### src/inc/psc_pkg.sv
// package for the passive serial configuration loader
// assumes a 200 MHz reference clock and pins that arrive asynchronously
package psc_pkg;

   // =========================================================
   // clock and timing
   localparam int unsigned CLK_PERIOD_NS   = 5;
   localparam int unsigned NS_PER_MS       = 1000000;
   localparam int unsigned POR_LONG_MS     = 100;
   localparam int unsigned POR_SHORT_MS    = 12;
   localparam int unsigned POR_LONG_CYC    = POR_LONG_MS * NS_PER_MS / CLK_PERIOD_NS;
   localparam int unsigned POR_SHORT_CYC   = POR_SHORT_MS * NS_PER_MS / CLK_PERIOD_NS;
   localparam int unsigned POR_CNT_W       = 25;
   localparam logic [1:0]  POR_ARM_CYC     = 2'h3;
   localparam logic [1:0]  INIT_FALL_EDGES = 2'h2;

   typedef logic [POR_CNT_W-1:0] psc_por_cnt_t;

   // =========================================================
   // register port
   localparam int unsigned ADDR_W       = 5;
   localparam int unsigned DATA_W       = 32;
   localparam logic [4:0]  REG_LEN      = 5'h00;
   localparam logic [4:0]  REG_CHECK    = 5'h04;
   localparam logic [4:0]  REG_STATUS   = 5'h08;
   localparam logic [4:0]  REG_BITCNT   = 5'h0C;
   localparam logic [4:0]  REG_SHIFT    = 5'h10;
   localparam logic [31:0] LEN_RST      = 32'h0000_0100;
   localparam logic [1:0]  CHECK_RST    = 2'h0;
   localparam int unsigned CHECK_PAR    = 0;
   localparam int unsigned CHECK_EN     = 1;
   localparam int unsigned ST_STAGE_LSB = 0;
   localparam int unsigned ST_ERR       = 3;
   localparam int unsigned ST_DONE      = 4;
   localparam int unsigned ST_ARMED     = 5;

   // =========================================================
   // synchronised pin vector
   localparam int unsigned PIN_W         = 8;
   localparam int unsigned PIN_CFG_REQ_N = 0;
   localparam int unsigned PIN_STATUS    = 1;
   localparam int unsigned PIN_DONE      = 2;
   localparam int unsigned PIN_CHAIN_N   = 3;
   localparam int unsigned PIN_SCLK      = 4;
   localparam int unsigned PIN_SDATA     = 5;
   localparam int unsigned PIN_DLY_SEL   = 6;
   localparam int unsigned PIN_PULL_N    = 7;
   localparam logic [7:0]  PIN_RST       = 8'h00;

   // =========================================================
   // configuration stages
   typedef enum logic [2:0]
   {
      ST_POR    = 3'b000,
      ST_RESET  = 3'b001,
      ST_CONFIG = 3'b010,
      ST_INIT   = 3'b011,
      ST_USER   = 3'b100
   } psc_stage_t;

endpackage

### src/inc/psc_pin_if.sv
// interface carrying raw pins to the synchroniser and synced levels back
// assumes one reference clock domain on the synced side
`timescale 1ns/10ps
interface psc_pin_if;
   logic [psc_pkg::PIN_W-1:0] raw;
   logic [psc_pkg::PIN_W-1:0] sync;
   modport core_mp (output raw, input sync);
   modport sync_mp (input raw, output sync);
endinterface

### src/design/psc_loader.sv
// passive serial configuration loader, device side
// assumes a host drives request, serial clock and data; lines are open drain
//
// What this block does
// power-on delay picked by delay-select pin
// during power-on: reset, status low, pins floating
// pins stay floating until configuration ends
// weak pull-ups follow the pull-enable pin
// stages run reset, configuration, initialization
// stay in reset while request or status low
// host starts by raising the request line
// request high releases the status line
// status released then configuration data accepted
// host sends one bit per serial clock
// host clocks bits until completion line rises
// host restarts itself after any error
// initialization needs no user startup clock
// chain enable out feeds next device in
// shared completion line starts all devices together
// shared status line low halts configuration
// host gives two falling clock edges after done
// bits sampled on serial clock rising edge
// last bit releases done, lowers chain enable
// error pulls status low, back to reset
//
// The implementer's own choices: the plain strobed port and the register offsets.
`timescale 1ns/10ps
module psc_loader
#(
   parameter int unsigned POR_LONG_CYC  = psc_pkg::POR_LONG_CYC,
   parameter int unsigned POR_SHORT_CYC = psc_pkg::POR_SHORT_CYC
)
(
   input  wire logic                        REF_CLK_I,
   input  wire logic                        NRST_I,
   input  wire logic                        CE_I,
   input  wire logic                        CFG_REQ_N_I,
   input  wire logic                        STATUS_I,
   output logic                             STATUS_O,
   output logic                             STATUS_OE_O,
   input  wire logic                        DONE_I,
   output logic                             DONE_O,
   output logic                             DONE_OE_O,
   input  wire logic                        CHAIN_EN_N_I,
   output logic                             CHAIN_EN_N_O,
   input  wire logic                        SERIAL_CONFIG_CLOCK_I,
   input  wire logic                        SERIAL_CONFIG_DATA_I,
   input  wire logic                        RESET_DELAY_SELECT_I,
   input  wire logic                        IO_WEAK_PULL_ENABLE_N_I,
   output logic                             IO_HIZ_O,
   output logic                             IO_PULLUP_EN_O,
   output logic                             USER_MODE_O,
   input  wire logic [psc_pkg::ADDR_W-1:0]  REG_ADDR_I,
   input  wire logic [psc_pkg::DATA_W-1:0]  REG_WDATA_I,
   input  wire logic                        REG_WR_I,
   input  wire logic                        REG_RD_I,
   output logic [psc_pkg::DATA_W-1:0]       REG_RDATA_O
);

   // =========================================================
   // pin synchronisation
   psc_pin_if pins ();

   assign pins.raw = {IO_WEAK_PULL_ENABLE_N_I, RESET_DELAY_SELECT_I, SERIAL_CONFIG_DATA_I,
                      SERIAL_CONFIG_CLOCK_I, CHAIN_EN_N_I, DONE_I, STATUS_I, CFG_REQ_N_I};

   psc_sync u_sync
   (
      .REF_CLK_I (REF_CLK_I),
      .NRST_I    (NRST_I),
      .CE_I      (CE_I),
      .pins      (pins.sync_mp)
   );

   logic cfg_req_s;
   logic status_s;
   logic done_s;
   logic chain_in_n_s;
   logic sclk_s;
   logic sdata_s;
   logic sel_s;
   logic pull_n_s;
   logic sclk_d;
   logic sclk_rise;
   logic sclk_fall;

   assign cfg_req_s    = pins.sync[psc_pkg::PIN_CFG_REQ_N];
   assign status_s     = pins.sync[psc_pkg::PIN_STATUS];
   assign done_s       = pins.sync[psc_pkg::PIN_DONE];
   assign chain_in_n_s = pins.sync[psc_pkg::PIN_CHAIN_N];
   assign sclk_s       = pins.sync[psc_pkg::PIN_SCLK];
   assign sdata_s      = pins.sync[psc_pkg::PIN_SDATA];
   assign sel_s        = pins.sync[psc_pkg::PIN_DLY_SEL];
   assign pull_n_s     = pins.sync[psc_pkg::PIN_PULL_N];

   always_ff @(posedge REF_CLK_I or negedge NRST_I)
   begin
      if (!NRST_I)
         sclk_d <= 1'b0;
      else if (CE_I)
         sclk_d <= sclk_s;
   end

   assign sclk_rise = sclk_s & ~sclk_d;
   assign sclk_fall = ~sclk_s & sclk_d;

   // =========================================================
   // registers written by software
   logic [31:0] cfg_len;
   logic [1:0]  check;

   always_ff @(posedge REF_CLK_I or negedge NRST_I)
   begin
      if (!NRST_I)
      begin
         cfg_len <= psc_pkg::LEN_RST;
         check   <= psc_pkg::CHECK_RST;
      end
      else if (CE_I && REG_WR_I)
      begin
         if (REG_ADDR_I == psc_pkg::REG_LEN)
            cfg_len <= REG_WDATA_I;
         if (REG_ADDR_I == psc_pkg::REG_CHECK)
            check <= REG_WDATA_I[1:0];
      end
   end

   // =========================================================
   // power-on delay
   psc_pkg::psc_stage_t   stage;
   psc_pkg::psc_stage_t   next_stage;
   psc_pkg::psc_por_cnt_t por_cnt;
   logic [1:0]            por_arm_cnt;
   logic                  por_armed;

   always_ff @(posedge REF_CLK_I or negedge NRST_I)
   begin
      if (!NRST_I)
      begin
         por_cnt     <= '0;
         por_arm_cnt <= 2'h0;
         por_armed   <= 1'b0;
      end
      else if (CE_I && stage == psc_pkg::ST_POR)
      begin
         if (!por_armed && por_arm_cnt != psc_pkg::POR_ARM_CYC)
            por_arm_cnt <= por_arm_cnt + 2'h1;
         else if (!por_armed)
         begin
            por_armed <= 1'b1;
            por_cnt   <= sel_s ? psc_pkg::psc_por_cnt_t'(POR_SHORT_CYC) :
                                 psc_pkg::psc_por_cnt_t'(POR_LONG_CYC);
         end
         else if (por_cnt != '0)
            por_cnt <= por_cnt - psc_pkg::psc_por_cnt_t'(1);
      end
   end

   // =========================================================
   // serial intake
   logic        bit_take;
   logic        last_bit;
   logic        bad_check;
   logic        good_last;
   logic        err_evt;
   logic        live;
   logic [31:0] bit_cnt;
   logic [31:0] rx_shift;
   logic        parity;
   logic [1:0]  fall_cnt;
   logic        err_hold;
   logic        done_rel;

   assign live      = cfg_req_s && status_s;
   assign bit_take  = stage == psc_pkg::ST_CONFIG && live && sclk_rise && !chain_in_n_s;
   assign last_bit  = bit_cnt + 32'h0000_0001 == cfg_len;
   assign bad_check = check[psc_pkg::CHECK_EN] &&
                      ((parity ^ sdata_s) != check[psc_pkg::CHECK_PAR]);
   assign err_evt   = bit_take && last_bit && bad_check;
   assign good_last = bit_take && last_bit && !bad_check;

   always_ff @(posedge REF_CLK_I or negedge NRST_I)
   begin
      if (!NRST_I)
      begin
         bit_cnt  <= 32'h0000_0000;
         rx_shift <= 32'h0000_0000;
         parity   <= 1'b0;
      end
      else if (CE_I)
      begin
         if (stage != psc_pkg::ST_CONFIG)
         begin
            bit_cnt <= 32'h0000_0000;
            parity  <= 1'b0;
         end
         else if (bit_take)
         begin
            bit_cnt  <= bit_cnt + 32'h0000_0001;
            rx_shift <= {rx_shift[30:0], sdata_s};
            parity   <= parity ^ sdata_s;
         end
      end
   end

   always_ff @(posedge REF_CLK_I or negedge NRST_I)
   begin
      if (!NRST_I)
         fall_cnt <= 2'h0;
      else if (CE_I)
      begin
         if (stage != psc_pkg::ST_INIT)
            fall_cnt <= 2'h0;
         else if (done_s && sclk_fall)
            fall_cnt <= fall_cnt + 2'h1;
      end
   end

   // error holds status low until the host drops the request
   always_ff @(posedge REF_CLK_I or negedge NRST_I)
   begin
      if (!NRST_I)
         err_hold <= 1'b0;
      else if (CE_I)
      begin
         if (err_evt)
            err_hold <= 1'b1;
         else if (!cfg_req_s)
            err_hold <= 1'b0;
      end
   end

   always_ff @(posedge REF_CLK_I or negedge NRST_I)
   begin
      if (!NRST_I)
         done_rel <= 1'b0;
      else if (CE_I)
      begin
         if (good_last)
            done_rel <= 1'b1;
         else if (next_stage == psc_pkg::ST_RESET)
            done_rel <= 1'b0;
      end
   end

   // =========================================================
   // stage sequencing
   always_comb
   begin
      next_stage = stage;
      case (stage)
         psc_pkg::ST_POR:
            if (por_armed && por_cnt == '0)
               next_stage = psc_pkg::ST_RESET;
         psc_pkg::ST_RESET:
            if (live && !err_hold)
               next_stage = psc_pkg::ST_CONFIG;
         psc_pkg::ST_CONFIG:
            if (!live || err_evt)
               next_stage = psc_pkg::ST_RESET;
            else if (good_last)
               next_stage = psc_pkg::ST_INIT;
         psc_pkg::ST_INIT:
            if (!live)
               next_stage = psc_pkg::ST_RESET;
            else if (done_s && sclk_fall && fall_cnt == psc_pkg::INIT_FALL_EDGES - 2'h1)
               next_stage = psc_pkg::ST_USER;
         psc_pkg::ST_USER:
            if (!cfg_req_s)
               next_stage = psc_pkg::ST_RESET;
         default:
            next_stage = psc_pkg::ST_RESET;
      endcase
   end

   always_ff @(posedge REF_CLK_I or negedge NRST_I)
   begin
      if (!NRST_I)
         stage <= psc_pkg::ST_POR;
      else if (CE_I)
         stage <= next_stage;
   end

   // =========================================================
   // pin drive
   assign STATUS_O       = 1'b0;
   assign STATUS_OE_O    = stage == psc_pkg::ST_POR || err_hold || !cfg_req_s;
   assign DONE_O         = 1'b0;
   assign DONE_OE_O      = !done_rel;
   assign CHAIN_EN_N_O   = !done_rel;
   assign IO_HIZ_O       = stage != psc_pkg::ST_USER;
   assign IO_PULLUP_EN_O = stage != psc_pkg::ST_USER && stage != psc_pkg::ST_POR &&
                           !pull_n_s;
   assign USER_MODE_O    = stage == psc_pkg::ST_USER;

   // =========================================================
   // register reads
   always_ff @(posedge REF_CLK_I or negedge NRST_I)
   begin
      if (!NRST_I)
         REG_RDATA_O <= 32'h0000_0000;
      else if (CE_I)
      begin
         REG_RDATA_O <= 32'h0000_0000;
         if (REG_RD_I)
         begin
            case (REG_ADDR_I)
               psc_pkg::REG_LEN:    REG_RDATA_O <= cfg_len;
               psc_pkg::REG_CHECK:  REG_RDATA_O <= {30'h0000_0000, check};
               psc_pkg::REG_STATUS: REG_RDATA_O <= {26'h000_0000, por_armed, done_rel,
                                                    err_hold, stage};
               psc_pkg::REG_BITCNT: REG_RDATA_O <= bit_cnt;
               psc_pkg::REG_SHIFT:  REG_RDATA_O <= rx_shift;
               default:             REG_RDATA_O <= 32'h0000_0000;
            endcase
         end
      end
   end
endmodule

### src/design/psc_sync.sv
// two flip-flop synchroniser for all asynchronous pins of the loader
// assumes the clock enable freezes it along with the rest of the block
`timescale 1ns/10ps
module psc_sync
(
   input  wire logic     REF_CLK_I,
   input  wire logic     NRST_I,
   input  wire logic     CE_I,
   psc_pin_if.sync_mp    pins
);

   // =========================================================
   // first stage feeds only the second
   logic [psc_pkg::PIN_W-1:0] meta;
   logic [psc_pkg::PIN_W-1:0] hold;

   always_ff @(posedge REF_CLK_I or negedge NRST_I)
   begin
      if (!NRST_I)
      begin
         meta <= psc_pkg::PIN_RST;
         hold <= psc_pkg::PIN_RST;
      end
      else if (CE_I)
      begin
         meta <= pins.raw;
         hold <= meta;
      end
   end

   assign pins.sync = hold;

endmodule

### config.mk
export PLATFORM = sky130hd
export DESIGN_NAME = psc_loader
export DESIGN_NICKNAME = d
export VERILOG_FILES = /design/src/inc/psc_pkg.sv /design/src/inc/psc_pin_if.sv /design/src/design/psc_loader.sv /design/src/design/psc_sync.sv
export SDC_FILE = /design/constraint.sdc
export NUM_CORES = 1
export LEC_CHECK = 0
export BUFFER_PORTS_ARGS = -buffer_cell sky130_fd_sc_hd__buf_2
export CORE_AREA = 2 2 136 138
export CTS_CLUSTER_DIAMETER = 100
export DETAILED_ROUTE_END_ITERATION = 6
export DIE_AREA = 0 0 138 140
export GPL_ROUTABILITY_DRIVEN = 0
export GPL_TIMING_DRIVEN = 0
export PLACE_DENSITY = 0.77
export SYNTH_ARGS = -nofsm -noshare
export SYNTH_HDL_FRONTEND = slang
export SYNTH_SLANG_ARGS = --single-unit
### constraint.sdc
create_clock -name REF_CLK_I -period 3.4 [get_ports REF_CLK_I]
set_input_delay 0.17 -clock REF_CLK_I [delete_from_list [all_inputs] [get_ports REF_CLK_I]]
set_output_delay 0.17 -clock REF_CLK_I [all_outputs]
set_load 0.01 [all_outputs]
==> results <==
- The most frequent standard cell in the layout excluding fill and tap cells is sky130_fd_sc_hd__dfrtp_1.
- The cell count after synthesis is 982.
- After layout, the worst setup slack is 0.0195 ns.
- The HPWL after detailed placement is 17.3 mm.
- Entering global routing, the biggest net connects 97 pins.
- Max-cap violations in this run came to 0.
- The layout overhead on the synthesized area is 19.8%.
- In this run the critical register-to-register path is captured at done_rel.
- The fmax is 296 MHz.
- 0 antenna diodes ended up in the layout.
- The count of buffers from port buffering is 86.
- Setup violations remaining at the end of the flow were counted as 0.
- The initial core utilization is 53.1%.
- The fraction of registers with async set/reset is 100%.
- The number of sinks driven by the clock tree is 183.
- The number of enable flip-flop cells after synthesis is 0.
- Setup repair after global routing could not meet its margin everywhere.
- The slowest stage of the critical path belongs to the cell sky130_fd_sc_hd__or4_4.
- The clock passes through at most 2 buffers.
- VDD sags by at most 0.000376 V.
- The hold path startpoint is REG_WR_I.
- The detail route stage leaves a number of antenna-violating nets equal to 0.
- In the layout the commonest cells are sky130_fd_sc_hd__dfrtp_1 (178), sky130_fd_sc_hd__nand2_1 (165), sky130_fd_sc_hd__buf_2 (90).
- The run finished with clean final reports.
- In this run the horizontal extent of the chip is 138 um.
- The total overflow left after global routing is 0.
- After detailed routing, the total wire length is 25.5 mm.
- The average cell area after synthesis is 9.61 sq um.
- Sorting the synthesized cells by area gives the leading types as sky130_fd_sc_hd__dfrtp_1 (48%), sky130_fd_sc_hd__nand2_1 (6.6%), sky130_fd_sc_hd__mux2_2 (6.0%), sky130_fd_sc_hd__xnor2_1 (3.9%), sky130_fd_sc_hd__o21ai_0 (3.8%).
- The worst hold path terminates at check[0].
- The total iterations of the first detailed-routing run is 7.
- TritonCTS built the clock tree.
- The number of CTS-inserted buffers is 17.
- The final-report hold violation count was 0.
- The number of vias per cell is 6.13.
- The cell area after synthesis is 9440 sq um.
- The via count of the first global-routing pass is 8,020.
- The most used flip-flop cell after synthesis is sky130_fd_sc_hd__dfrtp_1.
- At the pin with the least slew margin, the transition time is 1.37 ns.
- The final number of max-transition violations was 0.
- The leakage power of the design is 5.01 nW.
- The number of antenna violations at the first check in global routing is 0.
- In the final routed layout, each cell accounts on average for 18.6 um.
- The total of flip-flops plus latches after synthesis is 183.
- The floorplan step defined a core boundary enclosing 17,800 sq um.
- The number of nets in the finished design is 1,185.
- Walking the worst path, the cells encountered are buf_6 -> nand2_1 -> or4_4 -> or3_4 -> xnor2_1 -> or4b_4 -> nor4_4 -> o2111ai_4 -> and3_4 -> a211o_1.
- Global routing consumed, over all layers together, 26.5% of the routing resources.
- The die covers 19,300 sq um.
- At the later pin of the worst-skew pair, clock insertion delay measures 0.44 ns.
- Summing the sequential cell areas from Yosys gives 48.5% of the chip area.
- The count of standard-cell rows is 49.
- STA puts the critical path data arrival time at 3.71 ns.
- Yosys printed 0 warnings.
- The biggest area contributor in the post-synthesis netlist is sky130_fd_sc_hd__dfrtp_1.
- The filler cells instantiated in the layout total 1,469.
- The wire length of the first global-routing pass is 41.6 mm.
- The worst path needs 3.38 ns of the cycle, external delays included.
- The overall power of the completed layout is 0.00540 W.
- At the worst endpoint, the required time is 3.73 ns.
- The post-place setup slack is -0.466 ns.
- Of the cells placed in the final design, the portion with a size suffix greater than 1 is 18.4%.
- The worst hold path belongs to the class in2reg.
- STA classifies the critical path startpoint as a flop.
- For this run, the slowest stage of the critical path takes 0.59 ns.
- The number of cells on the worst reg-to-reg path is 10.
- STA classifies the critical path endpoint as a flop.
- The power per standard cell area is 477 nW/um^2.
- The number of distinct standard cells referenced by the synthesized netlist is 69.
- The count of placed standard cells including taps is 1,299.
- The final period utilization is 99.4%.
- The post-detailed-route DRC marker count is 0.
- The share of synthesized area in the top cell type comes to 48.3%.
- The class of the most critical setup path is reg2reg.
- The clock tree synthesis step divided the H-tree into 4 levels.
- The root buffer cell chosen for the clock tree is sky130_fd_sc_hd__clkbuf_16.
- Clock-pin slew was measured on the worst setup and hold paths at 0.07 ns.
- Along the worst hold path, the cell count comes to 3.
- The number of ports placed on the die boundary is 90.
- Across the routed clock network, the largest skew measured is 0.00812 ns.
- The total number of vias is 8,417.
- The height of the die is 140 um.
- Of all nets on the critical path, the largest fanout is 9.
- The origin of the critical flop-to-flop path is bit_cnt[9].
- The worst slew margin relative to its limit is 8.15%.
- The count of placed standard cells in the final layout, fillers left out is 1,373.
- In this run, the number of DRC markers left after iteration 0 of detailed routing was 1,169.
- For flop-to-flop paths, the worst setup slack is 0.02 ns.
==> synthesized netlist by cell type (all sizes together) (5+ instances only) <==
cell type and n:
xnor2 42, nor3 25, o21a 5, and3 8
dfrtp 182, nand4 16, a21o 8, or3 12
o21ai 71, a31oi 9, nand2 166, nor4 10
mux2 50, o31ai 13, clkbuf 52, a222oi 32
buf 18, a21oi 39, nand3 30, and4 5
and2 5, inv 20, o2bb2ai 28, nor2 58
o22ai 5, xor2 11
==> worst max-delay path, delay by kind of cell (launching register included) <==
| family | cells | cell delay (ns) |
|---|---|---|
| buffers and inverters | 1 | 0.15 |
| and+or+nand+nor | 6 | 2.12 |
| AOI/OAI and AO/OA | 2 | 0.50 |
| xor gates and xnor gates | 1 | 0.15 |
| DFF | 1 | 0.36 |
==> per-stage QoR <==
stage                     hold WS (ns)  utilization (%)  area (sq um)  TNS, ns
final                            0.218             63.6         11300        0
after global routing             0.230             63.6         11300  -0.0660
after CTS                        0.216             63.1         11200        0
after detailed placement         0.227             57.3         10200    -1.20
after global placement           0.386             57.1         10200  -141.97
after floorplan                 -0.126                -          9440        0
==> registers in the layout (all words and copies together) (netlist names) <==
signal,flops
REG_RDATA_O,32
bit_cnt,32
cfg_len,32
check,2
done_rel,1
err_hold,1
fall_cnt,2
parity,1
por_arm_cnt,2
por_armed,1
por_cnt,25
rx_shift,32
sclk_d,1
stage,3
u_sync.meta,8
u_sync.pins.sync,8
==> what timing repair did <==
| action | in CTS | in global routing |
|---|---|---|
| setup buffers | 1 | 1 |
| hold buffers | 41 | 0 |
| gates resized for setup | 7 | 16 |
| endpoints found under the hold margin | 128 | 0 |
| setup endpoints to repair | 4 | 13 |
| pin swaps | 1 | 2 |
==> report_power, final <==
part           switching [W]  total, W  internal, W
clock network       0.000905   0.00202      0.00111
registers           0.000198   0.00256      0.00236
logic               0.000443  0.000821     0.000378
==> worst max-delay path by stage <==
stage | startpoint | endpoint | slack [ns]
floorplan | bit_cnt[0] | done_rel | 0.18
global placement | NRST_I | por_cnt[12] | -0.79
detailed placement | bit_cnt[0] | done_rel | -0.47
CTS | bit_cnt[1] | done_rel | 0.008
global route | bit_cnt[9] | done_rel | -0.04
finish | bit_cnt[9] | done_rel | 0.02
==> layer usage <==
metal  vias up  global-route usage (%)  routed length [um]
met4         0                    9.56                 740
met2       432                    41.0               11600
met1      4063                    37.6               11100
met5         -                       0                   0
met3        66                    4.99                2070
li1       3856                       -                   -
==> layout make-up <==
type,count,area [sq um],area share (%)
Buffer,69,315,2.79
Clock buffer,19,443,3.92
Clock inverter,13,146,1.29
Inverter,22,82.6,0.730
Multi-Input combinational cell,708,4550,40.2
Sequential cell,183,4590,40.6
Tap cell,229,287,2.53
Timing Repair Buffer,130,897,7.93
==> kinds of logic after synthesis <==
family,share of synthesized area (%)
AO/OA/AOI/OAI,17.4
XOR/XNOR,4.92
adder cells (fa/ha/maj),0.530
buffers and inverters,4.18
flip-flops,48.5
multiplexers,6.18
other,0.0397
AND/OR/NAND/NOR,18.2
No activity file was read; power rests on OpenSTA's default activity.
